## config.mk

```make
export PLATFORM = sky130hd
export DESIGN_NAME = opcode_mailbox
export DESIGN_NICKNAME = d
export VERILOG_FILES = /design/src/opcode_mailbox.v
export VERILOG_INCLUDE_DIRS = /design/src /design/src/inc
export SDC_FILE = /design/constraint.sdc
export NUM_CORES = 1
export LEC_CHECK = 0
export BUFFER_PORTS_ARGS = -buffer_cell sky130_fd_sc_hd__buf_2
export CAP_MARGIN = 20
export CORE_UTILIZATION = 55
export CTS_CLUSTER_DIAMETER = 40
export CTS_CLUSTER_SIZE = 16
export DETAILED_ROUTE_END_ITERATION = 10
export GPL_ROUTABILITY_DRIVEN = 0
export PLACE_DENSITY = 0.73
export SLEW_MARGIN = 10
export SYNTH_ARGS = -nofsm -noshare
export SYNTH_HDL_FRONTEND = slang
export SYNTH_SLANG_ARGS = --single-unit
```

## constraint.sdc

```tcl
create_clock -name pclk -period 8.27 [get_ports pclk]
set_input_delay 0.4135 -clock pclk [delete_from_list [all_inputs] [get_ports pclk]]
set_output_delay 0.4135 -clock pclk [all_outputs]
set_load 0.02 [all_outputs]
```

## src/inc/mailbox_map.vh

```
// Notes on behaviour
// - write permit drops on write, returns later
// - read permit drops on read, returns later
// - channel object up to 7f wide, 3f narrow
// - chip object up to 3 wide, 1 narrow
// - object ignored for objectless commands
// - opcode first, then every expected operand
// - s-tag reprograms setup and clears data
// - codes 05-09 manage stored configurations
// - codes 10-13 take one 12-bit operand
// - 14/15 subtraction on/off, 16 reads five
// - 22 sets edge detection, 23 reads it
// - 24 edge resolution, 25 pair, 26 reads
// - 28 sets dead time, 29 reads it
// - 30/31 frame words on/off, 32 reads
// - 33 sets event size, reprograms setup
// - boot image chosen by jumper at power-on
// - mode query lsb 1 window matching
// - mode select adjusts reject, subtract, token
`ifndef MAILBOX_MAP_VH
`define MAILBOX_MAP_VH
// register byte offsets
`define MB_OFS_MAILBOX   8'h00
`define MB_OFS_HANDSHAKE 8'h04
`define MB_OFS_STATUS    8'h08
`define MB_OFS_CTRL      8'h0c
// handshake bit positions
`define MB_HS_WRITE_BIT  0
`define MB_HS_READ_BIT   1
// ctrl bit positions and reset
`define MB_CTRL_NARROW_BIT 0
`define MB_CTRL_RESET      1'b0
// object limits per variant
`define MB_CHAN_MAX_WIDE   8'h7f
`define MB_CHAN_MAX_NARROW 8'h3f
`define MB_CHIP_MAX_WIDE   8'h03
`define MB_CHIP_MAX_NARROW 8'h01
// factory configuration
`define MB_DEF_WIDTH   12'h014
`define MB_DEF_OFFSET  12'hfd8
`define MB_DEF_SEARCH  12'h008
`define MB_DEF_REJECT  12'h004
`define MB_DEF_EVSIZE  16'h0009
// microcontroller turnaround per word
`define MB_CLK_NS      40
`define MB_ACCEPT_NS   200
`define MB_ACCEPT_CYC  ((`MB_ACCEPT_NS + `MB_CLK_NS - 1) / `MB_CLK_NS)
`endif

```

## src/opcode_mailbox.v

```verilog
`timescale 1ns/100ps
`include "mailbox_map.vh"
module opcode_mailbox #(
  parameter ADDR_W = 8                    // apb address width
) (
  input  wire              pclk,          // bus clock, 25 MHz
  input  wire              presetn,       // async reset, active low
  input  wire              psel,          // apb select
  input  wire              penable,       // apb access phase
  input  wire              pwrite,        // apb direction
  input  wire [ADDR_W-1:0] paddr,         // apb byte address
  input  wire [31:0]       pwdata,        // apb write data
  output reg  [31:0]       prdata,        // apb read data
  output reg               pready,        // apb ready
  output reg               pslverr,       // apb error
  input  wire              image_jumper,  // jumper pin, 1 selects backup image
  output reg               boot_image,    // 0 primary_image, 1 backup_image
  output reg               boot_valid,    // jumper captured
  output reg               setup_reprog,  // pulse: setup registers rewritten
  output reg               data_clear,    // pulse: acquired data cleared
  output reg               ctrl_reprog,   // pulse: control registers rewritten
  output reg               window_match   // 1 window matching, 0 free running
);
  // one-hot states of the exchange sequencer
  localparam [3:0] ST_OPCODE = 4'b0001;   // waiting for an opcode word
  localparam [3:0] ST_OPND   = 4'b0010;   // waiting for a written operand
  localparam [3:0] ST_BUSY   = 4'b0100;   // microcontroller turnaround
  localparam [3:0] ST_READ   = 4'b1000;   // response word offered
  localparam [31:0] ACC_FULL = `MB_ACCEPT_CYC;  // turnaround in whole cycles
  localparam [7:0] ACC_CYC   = ACC_FULL[7:0];   // counter width, cut on purpose

  reg  [3:0]  state;           // sequencer state
  reg  [7:0]  busy_cnt;        // turnaround countdown
  reg  [15:0] word;            // last word taken from the host
  reg         word_is_op;      // last word was an opcode
  reg  [7:0]  cmd;             // command of the open exchange
  reg  [2:0]  rd_left;         // read operands still owed
  reg  [2:0]  rd_idx;          // index of next response word
  reg  [15:0] resp;            // response word on offer
  reg         write_permit_flag;
  reg         read_permit_flag;
  reg         bad_object;      // last opcode had an illegal object
  reg         unknown_cmd;     // last opcode was not recognised
  reg         narrow;          // ctrl: narrow variant limits
  reg         acc_ok;          // mailbox access legal at wait cycle
  reg  [2:0]  jmp_sync;        // jumper synchroniser
  reg  [1:0]  warm;            // synchroniser fill count
  // configuration held for the converters
  reg         keep_token, reject_auto, subtract_on, frame_words;
  reg         autoload_user;
  reg  [11:0] win_width, win_offset, search_m, reject_m;
  reg  [1:0]  detection, edge_res, dead_time;
  reg  [15:0] pair_res, event_size;
  reg  [90:0] user_cfg;        // saved user configuration

  // command in the upper byte, object in the lower byte
  wire [7:0]  op_cmd   = word[15:8];
  wire [7:0]  op_obj   = word[7:0];
  wire [7:0]  exec_cmd = word_is_op ? op_cmd : cmd;
  wire        apb_wait = psel & penable & ~pready;
  wire        apb_done = psel & penable & pready;
  wire        at_mbox  = (paddr == `MB_OFS_MAILBOX);
  wire        wr_evt   = apb_done & pwrite & at_mbox & acc_ok;
  wire        rd_evt   = apb_done & ~pwrite & at_mbox & acc_ok;
  wire        busy_done = (state == ST_BUSY) && (busy_cnt == 8'h00);
  wire [90:0] cfg_now  = {window_match, keep_token, reject_auto, subtract_on,
                          frame_words, win_width, win_offset, search_m, reject_m,
                          detection, edge_res, dead_time, pair_res, event_size};

  // written operand count per command
  function [2:0] n_wr;
    input [7:0] c;
    begin
      case (c)
        8'h10, 8'h11, 8'h12, 8'h13: n_wr = 3'h1;
        8'h22, 8'h24, 8'h25, 8'h28: n_wr = 3'h1;
        8'h33:                      n_wr = 3'h1;
        default:                    n_wr = 3'h0;
      endcase
    end
  endfunction

  // read operand count per command
  function [2:0] n_rd;
    input [7:0] c;
    begin
      case (c)
        8'h02, 8'h23, 8'h26, 8'h29, 8'h32: n_rd = 3'h1;
        8'h16:                             n_rd = 3'h5;
        default:                           n_rd = 3'h0;
      endcase
    end
  endfunction

  // commands this sequencer recognises
  function known;
    input [7:0] c;
    begin
      case (c)
        8'h00, 8'h01, 8'h02, 8'h03, 8'h04, 8'h05, 8'h06, 8'h07, 8'h08, 8'h09,
        8'h10, 8'h11, 8'h12, 8'h13, 8'h14, 8'h15, 8'h16, 8'h22, 8'h23, 8'h24,
        8'h25, 8'h26, 8'h28, 8'h29, 8'h30, 8'h31, 8'h32, 8'h33,
        8'h40, 8'h41, 8'h42, 8'h43: known = 1'b1;
        default:                    known = 1'b0;
      endcase
    end
  endfunction

  // setup-register tag: reprogram with data clear
  function tag_setup;
    input [7:0] c;
    begin
      case (c)
        8'h00, 8'h01, 8'h03, 8'h04, 8'h05, 8'h07, 8'h10, 8'h11, 8'h12, 8'h13,
        8'h14, 8'h15, 8'h22, 8'h24, 8'h25, 8'h28, 8'h30, 8'h31,
        8'h33:   tag_setup = 1'b1;
        default: tag_setup = 1'b0;
      endcase
    end
  endfunction

  // object check; objectless commands pass whatever object they carry
  function obj_ok;
    input [7:0] c;
    input [7:0] o;
    input       nar;
    begin
      case (c)
        8'h40, 8'h41, 8'h52, 8'h53:
          obj_ok = (o <= (nar ? `MB_CHAN_MAX_NARROW : `MB_CHAN_MAX_WIDE));
        8'h60, 8'h74, 8'h75, 8'h76:
          obj_ok = (o <= (nar ? `MB_CHIP_MAX_NARROW : `MB_CHIP_MAX_WIDE));
        default: obj_ok = 1'b1;
      endcase
    end
  endfunction

  // response word for a read command at operand index
  function [15:0] respond;
    input [7:0] c;
    input [2:0] i;
    begin
      case (c)
        8'h02: respond = {15'h0000, window_match};
        8'h16: case (i)
                 3'h0:    respond = {4'h0, win_width};
                 3'h1:    respond = {4'h0, win_offset};
                 3'h2:    respond = {4'h0, search_m};
                 3'h3:    respond = {4'h0, reject_m};
                 default: respond = {15'h0000, subtract_on};
               endcase
        8'h23: respond = {14'h0000, detection};
        8'h26: respond = (detection == 2'b11) ? pair_res :
                         {14'h0000, edge_res};
        8'h29: respond = {14'h0000, dead_time};
        8'h32: respond = {15'h0000, frame_words};
        default: respond = 16'h0000;
      endcase
    end
  endfunction

  // an exchange completes when its last written word has been absorbed
  wire op_good = obj_ok(op_cmd, op_obj, narrow);
  wire fire    = busy_done & ((word_is_op & op_good & (n_wr(op_cmd) == 3'h0) &
                 (n_rd(op_cmd) == 3'h0)) | (~word_is_op & (rd_left == 3'h0)));

  // apb slave: one wait state, access legality latched in the wait cycle
  always @(posedge pclk or negedge presetn) begin
    if (!presetn) begin
      pready  <= 1'b0;
      pslverr <= 1'b0;
      prdata  <= 32'h00000000;
      acc_ok  <= 1'b0;
      narrow  <= `MB_CTRL_RESET;
    end else if (apb_wait) begin
      pready  <= 1'b1;
      acc_ok  <= pwrite ? write_permit_flag : read_permit_flag;
      pslverr <= 1'b0;
      prdata  <= 32'h00000000;
      case (paddr)
        `MB_OFS_MAILBOX: begin
          prdata  <= {16'h0000, resp};       // stale unless read permit set
          pslverr <= pwrite & ~write_permit_flag;
        end
        `MB_OFS_HANDSHAKE: begin
          prdata[`MB_HS_WRITE_BIT] <= write_permit_flag;
          prdata[`MB_HS_READ_BIT]  <= read_permit_flag;
        end
        `MB_OFS_STATUS: begin
          prdata[11:0] <= {boot_valid, boot_image, unknown_cmd, bad_object,
                           autoload_user, frame_words, subtract_on, reject_auto,
                           keep_token, window_match, (state != ST_OPCODE), 1'b0};
        end
        `MB_OFS_CTRL: prdata[`MB_CTRL_NARROW_BIT] <= narrow;
        default:      pslverr <= 1'b1;     // unmapped address
      endcase
    end else begin
      pready  <= 1'b0;
      pslverr <= 1'b0;
      // ctrl write lands at the completing edge only
      if (apb_done && pwrite && paddr == `MB_OFS_CTRL)
        narrow <= pwdata[`MB_CTRL_NARROW_BIT];
    end
  end

  // exchange sequencer and handshake flags
  always @(posedge pclk or negedge presetn) begin
    if (!presetn) begin
      state             <= ST_OPCODE;
      busy_cnt          <= 8'h00;
      word              <= 16'h0000;
      word_is_op        <= 1'b0;
      cmd               <= 8'h00;
      rd_left           <= 3'h0;
      rd_idx            <= 3'h0;
      resp              <= 16'h0000;
      write_permit_flag <= 1'b1;
      read_permit_flag  <= 1'b0;
      bad_object        <= 1'b0;
      unknown_cmd       <= 1'b0;
    end else begin
      case (state)
        ST_OPCODE, ST_OPND: begin
          if (wr_evt) begin
            write_permit_flag <= 1'b0;
            word              <= pwdata[15:0];
            word_is_op        <= (state == ST_OPCODE);
            busy_cnt          <= ACC_CYC - 8'h01;
            state             <= ST_BUSY;
          end
        end
        ST_READ: begin
          if (rd_evt) begin
            read_permit_flag <= 1'b0;
            word_is_op       <= 1'b0;
            busy_cnt         <= ACC_CYC - 8'h01;
            state            <= ST_BUSY;
          end
        end
        ST_BUSY: begin
          if (busy_cnt != 8'h00) begin
            busy_cnt <= busy_cnt - 8'h01;
          end else if (word_is_op) begin
            cmd         <= op_cmd;
            bad_object  <= ~op_good;
            unknown_cmd <= ~known(op_cmd);
            rd_left     <= n_rd(op_cmd);
            rd_idx      <= 3'h1;
            if (op_good && n_wr(op_cmd) != 3'h0) begin
              write_permit_flag <= 1'b1;
              state             <= ST_OPND;
            end else if (op_good && n_rd(op_cmd) != 3'h0) begin
              resp             <= respond(op_cmd, 3'h0);
              read_permit_flag <= 1'b1;
              state            <= ST_READ;
            end else begin
              write_permit_flag <= 1'b1;
              state             <= ST_OPCODE;
            end
          end else if (rd_left > 3'h1) begin
            // more response words owed before the exchange ends
            rd_left          <= rd_left - 3'h1;
            rd_idx           <= rd_idx + 3'h1;
            resp             <= respond(cmd, rd_idx);
            read_permit_flag <= 1'b1;
            state            <= ST_READ;
          end else begin
            rd_left           <= 3'h0;
            write_permit_flag <= 1'b1;
            state             <= ST_OPCODE;
          end
        end
        default: state <= ST_OPCODE;
      endcase
    end
  end

  // reprogramming strobes; control tag covers the channel-enable group
  always @(posedge pclk or negedge presetn) begin
    if (!presetn) begin
      setup_reprog <= 1'b0;
      data_clear   <= 1'b0;
      ctrl_reprog  <= 1'b0;
    end else begin
      setup_reprog <= fire & tag_setup(exec_cmd);
      data_clear   <= fire & tag_setup(exec_cmd);
      ctrl_reprog  <= fire & (exec_cmd[7:2] == 6'b010000);
    end
  end

  // converter configuration, applied when an exchange completes
  always @(posedge pclk or negedge presetn) begin
    if (!presetn) begin
      window_match  <= 1'b0;
      keep_token    <= 1'b0;
      reject_auto   <= 1'b0;
      subtract_on   <= 1'b0;
      frame_words   <= 1'b0;
      autoload_user <= 1'b0;
      win_width     <= `MB_DEF_WIDTH;
      win_offset    <= `MB_DEF_OFFSET;
      search_m      <= `MB_DEF_SEARCH;
      reject_m      <= `MB_DEF_REJECT;
      detection     <= 2'b00;
      edge_res      <= 2'b00;
      dead_time     <= 2'b00;
      pair_res      <= 16'h0000;
      event_size    <= `MB_DEF_EVSIZE;
      user_cfg      <= 91'h0;
    end else if (fire) begin
      case (exec_cmd)
        8'h00: begin
          window_match <= 1'b1;
          reject_auto  <= 1'b1;
          keep_token   <= 1'b1;
        end
        8'h01: begin
          window_match <= 1'b0;
          reject_auto  <= 1'b0;
          subtract_on  <= 1'b0;
        end
        8'h03: keep_token <= 1'b1;
        8'h04: keep_token <= 1'b0;
        8'h05: begin
          window_match <= 1'b0;
          win_width    <= `MB_DEF_WIDTH;
          win_offset   <= `MB_DEF_OFFSET;
          search_m     <= `MB_DEF_SEARCH;
          reject_m     <= `MB_DEF_REJECT;
        end
        8'h06: user_cfg <= cfg_now;
        8'h07: {window_match, keep_token, reject_auto, subtract_on, frame_words,
                win_width, win_offset, search_m, reject_m, detection, edge_res,
                dead_time, pair_res, event_size} <= user_cfg;
        8'h08: autoload_user <= 1'b1;
        8'h09: autoload_user <= 1'b0;
        8'h10: win_width  <= word[11:0];
        8'h11: win_offset <= word[11:0];
        8'h12: search_m   <= word[11:0];
        8'h13: reject_m   <= word[11:0];
        8'h14: subtract_on <= 1'b1;
        8'h15: subtract_on <= 1'b0;
        8'h22: detection  <= word[1:0];
        8'h24: edge_res   <= word[1:0];
        8'h25: pair_res   <= word;
        8'h28: dead_time  <= word[1:0];
        8'h30: frame_words <= 1'b1;
        8'h31: frame_words <= 1'b0;
        8'h33: event_size <= word;
        default: ;                                                // nothing stored
      endcase
    end
  end

  // jumper: three-stage sync, captured once stages two and three agree
  always @(posedge pclk or negedge presetn) begin
    if (!presetn) begin
      jmp_sync   <= 3'b000;
      warm       <= 2'b00;
      boot_image <= 1'b0;
      boot_valid <= 1'b0;
    end else begin
      jmp_sync <= {jmp_sync[1:0], image_jumper};
      if (warm != 2'b11)
        warm <= warm + 2'b01;                 // wait until stages hold samples
      else if (!boot_valid && (jmp_sync[1] == jmp_sync[2])) begin
        boot_image <= jmp_sync[2];
        boot_valid <= 1'b1;
      end
    end
  end
endmodule

```

== After elaboration in Yosys (flattened, before gate mapping) ==
Memory sizes are Yosys's and may differ from the RTL's.
Cells that the tools add are included.

* Bits in registers: 292
* Bits in read-only memories: 256
* Bits of input ports: 46
* Output and inout port bits: 40
* Word-level logic and storage cells: 311
* Memories: 3

{| class="wikitable"
|+ Memory list
! memory !! depth !! bits a word !! rd ports !! clocked after Yosys merged registers in !! write ports !! line !! text
|-
| (name not given) || 128 || 1 || 1 || 0 || 0 || opcode_mailbox.v:99 || <nowiki>case (c)</nowiki>
|-
| (name not given) || 64 || 1 || 1 || 0 || 0 || opcode_mailbox.v:113 || <nowiki>case (c)</nowiki>
|-
| (name not given) || 64 || 1 || 1 || 0 || 0 || opcode_mailbox.v:113 ||
|}

* $add $sub $neg: 4
* Magnitude comparators: 3
* Eq/ne operators: 76
* Multiplexer cells: 82
* Bitwise logic cells: 28
* Reduce and logical (&&, ||, !) cells: 75

{| class="wikitable"
|+ Operators with widths
! kind !! number
|-
| $pmux W16 S6 || 2
|-
| $eq A8 B6 Y1 const B || 20
|-
| $pmux W12 S3 || 4
|-
| $eq A8 B5 Y1 const B || 12
|-
| $mux W16 || 5
|-
| $eq A8 B7 Y1 const B || 8
|-
| $pmux W16 S2 || 2
|-
| $pmux W12 S4 || 1
|-
| $eq A8 B3 Y1 const B || 5
|-
| $reduce_and A2 Y1 || 20
|-
| $reduce_bool A3 Y1 || 12
|-
| $mux W3 || 11
|-
| $eq A8 B4 Y1 const B || 4
|-
| $mux W4 || 8
|-
| $mux W8 || 4
|-
| $eq A8 B2 Y1 const B || 3
|-
| $logic_not A8 Y1 || 3
|-
| $pmux W8 S3 || 1
|-
| $mux W1 || 23
|-
| $pmux W1 S3 || 7
|-
| $pmux W10 S2 || 1
|-
| $reduce_bool A2 Y1 || 10
|-
| $and A1 B1 Y1 || 18
|-
| $logic_not A3 Y1 || 4
|-
| 44 further kinds || 80
|}

== Logic depth before layout (Yosys ltp) ==
* Word-level depth: 19
* Gate-level depth with buffers: 12
* Mapped depth without buffers: 8

== Worst setup path after synthesis ==
OpenSTA, ideal clock, no wires.

* Kind: reg-to-reg
* Start: register word[12]
* End: register user_cfg[90]
* Library setup time: 0.128 ns
* Data arrival time: 2.471 ns
* Setup slack: 5.671 ns
* Cell stages (with the launch flop): 11
* Cells stage by stage: dfrtp_1 -> buf_2 -> or3_1 -> o22ai_1 -> nand4_1 -> o311a_1 -> o31ai_4 -> nor3b_2 -> buf_4 -> buf_6 -> mux2_1

* Longest elaborated chain between the ends: 9
* Elaborated cells on any way between the ends: 40
* Those cells by class: eq/ne (24); mux (4); bitwise (5); reduce/logical (7)

{| class="wikitable"
|+ Ends and longest elaborated chain
! what !! line !! text
|-
| start: declaration || opcode_mailbox.v:34 || <nowiki>reg [15:0] word;</nowiki>
|-
| start signal: assignment || opcode_mailbox.v:226 || <nowiki>word <= pwdata[15:0];</nowiki>
|-
| $eq A8 B6 Y1 (tied with other cells) || opcode_mailbox.v:74 || <nowiki>case (c)</nowiki>
|-
| $reduce_or A9 Y1 (no source line) or $reduce_or A4 Y1 (tied branches) || - ||
|-
| $mux W1 or $pmux W1 S2 (tied branches) || opcode_mailbox.v:74, opcode_mailbox.v:128 ||
|-
| $logic_not A3 Y1 or $and A1 B1 Y1 (tied branches) || opcode_mailbox.v:164 || <nowiki>wire fire = busy_done & ((word_is_op & op_good & (n_wr(op_cmd) == 3'h0) &</nowiki>
|-
| $and A1 B1 Y1 (2 in series) || opcode_mailbox.v:164 ||
|-
| $or A1 B1 Y1 || opcode_mailbox.v:165 || <nowiki>(n_rd(op_cmd) == 3'h0)) | (~word_is_op & (rd_left == 3'h0)));</nowiki>
|-
| $and A1 B1 Y1 || opcode_mailbox.v:164 ||
|-
| $reduce_and A2 Y1 (no source line) * || - ||
|-
| end signal: assignment || opcode_mailbox.v:331 || <nowiki>8'h06: user_cfg <= cfg_now;</nowiki>
|-
| end: declaration || opcode_mailbox.v:54 || <nowiki>reg [90:0] user_cfg;</nowiki>
|}

Every way passes the cells marked *; elsewhere a longest branch is shown, timed or not.
A chain may end at the register's enable or synchronous reset.

== Final worst setup path ==
* Start: register word[10]
* End: register search_m[1]

* Longest elaborated chain between the ends: 9
* Elaborated cells on any way between the ends: 44
* Those cells by class: eq/ne (26); mux (5); bitwise (5); reduce/logical (8)

{| class="wikitable"
|+ Ends and longest elaborated chain
! what !! line !! text
|-
| $eq A8 B6 Y1 (tied with other cells) || opcode_mailbox.v:74 ||
|-
| $reduce_or A9 Y1 (no source line) or $reduce_or A4 Y1 (tied branches) || - ||
|-
| $mux W1 or $pmux W1 S2 (tied branches) || opcode_mailbox.v:74, opcode_mailbox.v:128 ||
|-
| $logic_not A3 Y1 or $and A1 B1 Y1 (tied branches) || opcode_mailbox.v:164 ||
|-
| $and A1 B1 Y1 (2 in series) || opcode_mailbox.v:164 ||
|-
| $or A1 B1 Y1 || opcode_mailbox.v:165 ||
|-
| $and A1 B1 Y1 || opcode_mailbox.v:164 ||
|-
| $reduce_and A2 Y1 (no source line) || - ||
|-
| end signal: assignment || opcode_mailbox.v:302 || <nowiki>search_m <= `MB_DEF_SEARCH;</nowiki>
|-
| end signal: assignment || opcode_mailbox.v:328 || <nowiki>search_m <= `MB_DEF_SEARCH;</nowiki>
|-
| end signal: assignment || opcode_mailbox.v:339 || <nowiki>8'h12: search_m <= word[11:0];</nowiki>
|-
| end: declaration || opcode_mailbox.v:51 || <nowiki>reg [11:0] win_width, win_offset, search_m, reject_m;</nowiki>
|}

Parallel ways exist; a longest one is shown, timed or not.

==> out/metrics.csv <==
stage,metric,value,unit
grt,residual overflow from global routing,0,
logic_synthesis,number of distinct standard cells referenced by the synthesized netlist,77,
final_layout,total of fill cells in the finished design,1645,
logic_synthesis,share of synthesized registers carrying an async set or reset,100,%
hold_path,Min-Delay Path Class,input port to register,
clock_tree,TritonCTS clock tree,done,
worst_setup_path,beginning of the critical path,word[10],
worst_setup_path,most used cell along the critical path,sky130_fd_sc_hd__buf_4,
worst_setup_path,start of the worst register-to-register path,word[10],
sta,final count of pins violating max slew,0,
final_layout,area of combinational cells with multiple inputs,5480,µm²
floorplan,num rows,53,
detailed_routing,post-route ant nets,0,
detailed_routing,first-pass iteration count of the detailed router,7,
logic_synthesis,leading register cell type out of synthesis,sky130_fd_sc_hd__dfrtp_1,
final_layout,layout net count,1210,
floorplan,vertical die dimension,150,µm
grt,antenna violations before repair,0,
final_layout,proportion of layout cells with a drive suffix above 1,21.3,%
final_layout,sequential standard cell area,6100,µm²
clock_tree,post-cts gate resize count,0,
clock_tree,setup fix buffers added after clock tree synthesis,0,
floorplan,die area,22600,µm²
worst_setup_path,worst setup path class,register to register,
worst_setup_path,buffers and inverters on the worst path,2,
sta,Final Hold Fails,0,
clock_tree,clk sink count,243,
sta,min cycle time layout,4.00,ns
sta,number of setup violations in the final report,0,
run,number of max-cap violations,0,
clock_tree,maximum level of the CTS H-tree,2,
worst_setup_path,signal arrival time at the worst endpoint,4.39,ns
logic_synthesis,proportion of synthesized chip area in sequential cells,50.5,%
sta,ratio of final minimum period to clock period,48.4,%
worst_setup_path,cell family with most CP delay,compound AO/OA/AOI/OAI gates,
logic_synthesis,share of Yosys cell area claimed by the top area cell type,47.4,%
clock_tree,CTS Root Cell,sky130_fd_sc_hd__clkbuf_16,
grt,number of global-route vias before repair,8991,
clock_tree,"Clk Latency, worst-skew pair",0.51,ns
sta,setup TNS after final layout,0,ns
detailed_routing,Routed WL per cell,21.8,µm
detailed_routing,count of unresolved DRC violations after routing,0,
final_layout,post-route cell area,13700,µm²
detailed_routing,Total Routed Length,31.6,mm
worst_setup_path,endpoint required time on the critical path,8.66,ns
logic_synthesis,cell types occupying the most area after synthesis,"sky130_fd_sc_hd__dfrtp_1 47%, sky130_fd_sc_hd__mux2_2 8.1%, sky130_fd_sc_hd__mux2_1 4.8%, sky130_fd_sc_hd__nand2_1 3.5%, sky130_fd_sc_hd__a21oi_1 3.1%",
worst_setup_path,CP Capture Type,register,
worst_setup_path,Critical Path Fanout Max,61,
grt,Total GRT Usage,29.1,%
run_status,run status,"complete, no violations",
logic_synthesis,commonest cells in the netlist,"229 x sky130_fd_sc_hd__dfrtp_1, 112 x sky130_fd_sc_hd__nand2_1, 87 x sky130_fd_sc_hd__mux2_2",
clock_tree,Post-CTS Hold Buffers,1,
logic_synthesis,number of enable-type register cells in the synthesized netlist,0,
sta,unrepaired setup endpoints after global routing,false,
worst_setup_path,biggest cell delay along the critical path,0.94,ns
pwr,worst-case vdd ir drop,0.217,mV
logic_synthesis,synth warn,0,
floorplan,width of the die,150,µm
logic_synthesis,cell taking the most area after synthesis,sky130_fd_sc_hd__dfrtp_1,
worst_setup_path,"Cell Chain, Critical Path","nor4_1, and3_1, o311a_1, o31ai_4, buf_4, o21ai_1, buf_4, mux2_2",
sta,clock tree skew after final layout,0.0230,ns
floorplan,starting utilization of the core area,56.8,%
placed_design,Final HPWL DP,20.4,mm
logic_synthesis,most frequent cell after synthesis,sky130_fd_sc_hd__dfrtp_1,
floorplan,number of placed I/O pins,86,
placed_design,total placed instance area,12400,µm²
logic_synthesis,number of flip-flops and latches in the synthesized netlist,243,
pwr,power density over cell area,207,nW/µm²
detailed_routing,count of vias placed by the detailed router,9366,
placed_design,number of port buffers,53,
final_layout,Syn-to-layout area delta,13.4,%
grt,global-route wire length before repair,50.1,mm
pwr,Lkg Pwr,6.36,nW
worst_setup_path,Critical-path top delay cell,sky130_fd_sc_hd__dfrtp_1,
logic_synthesis,instance count of the mapped netlist,1123,
final_layout,Diodes inserted,0,
clock_tree,number of buffers between clock root and the deepest sink,3,
sta,Relative slew margins,26.5,%
hold_path,Hold Crit Start,pwdata[12],
logic_synthesis,average size of a mapped cell,10.8,µm²
clock_tree,clock-pin slew on the worst setup and hold paths,0.05,ns
floorplan,area of the core,21300,µm²
final_layout,Post-Route Utilization,64.4,%
detailed_routing,initial drt markers,910,
sta,Worst Max-Slew Pin Slew,1.10,ns
logic_synthesis,Netlist Area Pre-Place,12100,µm²
sta,peak clock frequency supported by timing,250,MHz
clock_tree,number of buffers created by CTS,35,
grt,largest net degree at the start of global routing,103,
worst_setup_path,element type at the critical path start,register,
detailed_routing,via count normalized by instance count,6.45,
[metal layers]
metal  GRT usage [%]  routed length, µm  up-vias
met5               0                  0        -
met4            12.5               1220        0
met3            5.30               2230       76
met2            45.5              14500      394
met1            39.9              13700     4692
li1                -                  -     4204
[tightest hold or removal path, stage by stage]
cell                      delay [ns]
sky130_fd_sc_hd__buf_2          0.07
sky130_fd_sc_hd__nand2_1        0.03
sky130_fd_sc_hd__o21ai_0        0.06
[report_power, final]
part           total (mW)  internal (mW)  switching, mW
Clock                1.57           1.02          0.553
Sequential           1.20           1.20        0.00683
Combinational      0.0673         0.0200         0.0473
Total                2.84           2.23          0.607
[logic make-up after synthesis]
group           after synthesis  share of synthesized area [%]
mux                         151                           13.9
fa+ha+maj                    13                           1.33
xor+xnor                     10                          0.725
simple gates                277                           11.6
other cells                   1                         0.0310
compound gates              309                           17.1
flops                       243                           50.5
buf+inv                     119                           4.84
[cell type report]
cell class                      count  area share (%)
Timing Repair Buffer               73            3.26
Inverter                           23           0.630
Multi-Input combinational cell    776            40.0
Tap cell                          275            2.51
Clock inverter                     17            1.76
Clock buffer                       44            7.32
Sequential cell                   243            44.5
[cell usage in the layout, fill, tap and decap left out, types with 37 or more instances in the layout]
master / synthesis / layout
sky130_fd_sc_hd__nor2_1: 45 / 44
sky130_fd_sc_hd__mux2_2: 87 / 87
sky130_fd_sc_hd__clkbuf_16: 0 / 37
sky130_fd_sc_hd__buf_2: 20 / 52
sky130_fd_sc_hd__a21oi_1: 76 / 76
sky130_fd_sc_hd__o21ai_0: 64 / 63
sky130_fd_sc_hd__dfrtp_1: 229 / 229
sky130_fd_sc_hd__nand2_1: 112 / 112
sky130_fd_sc_hd__a22o_1: 37 / 37
sky130_fd_sc_hd__mux2_1: 51 / 51
[stage by stage]
stage	setup WS [ns]	std cells	hold WS [ns]	power, mW
6_report	4.27	1451	0.128	2.84
5_1_grt	4.18	1451	0.143	2.91
4_1_cts	4.39	1449	0.00152	2.85
3_5_place_dp	4.42	1387	0.340	1.29
3_3_place_gp	4.42	1386	0.333	1.29
2_1_floorplan	5.67	1138	0.118	1.26
[flip-flops by register name, indices dropped and copies added, names as in the netlist, 2 cells and up]
name	count
rd_left	3
search_m	12
jmp_sync	3
state	4
detection	2
warm	2
dead_time	2
win_offset	12
pair_res	16
cmd	8
win_width	12
busy_cnt	8
reject_m	12
rd_idx	3
word	16
user_cfg	75
prdata	16
resp	16
edge_res	2
[worst paths after layout]
| path | cells after the start | slack (ns) | endpoint |
|---|---|---|---|
| min in group asynchronous | 2 | 0.52 | busy_cnt[2] |
| setup reg to reg | 8 | 4.27 | search_m[1] |
| max in group asynchronous | 4 | 6.33 | state[0] |
| hold reg to reg | 0 | 0.35 | jmp_sync[1] |
| hold / removal | 3 | 0.13 | word[12] |
| setup / recovery | 8 | 4.27 | search_m[1] |
No activity file was read; power rests on OpenSTA's default activity.
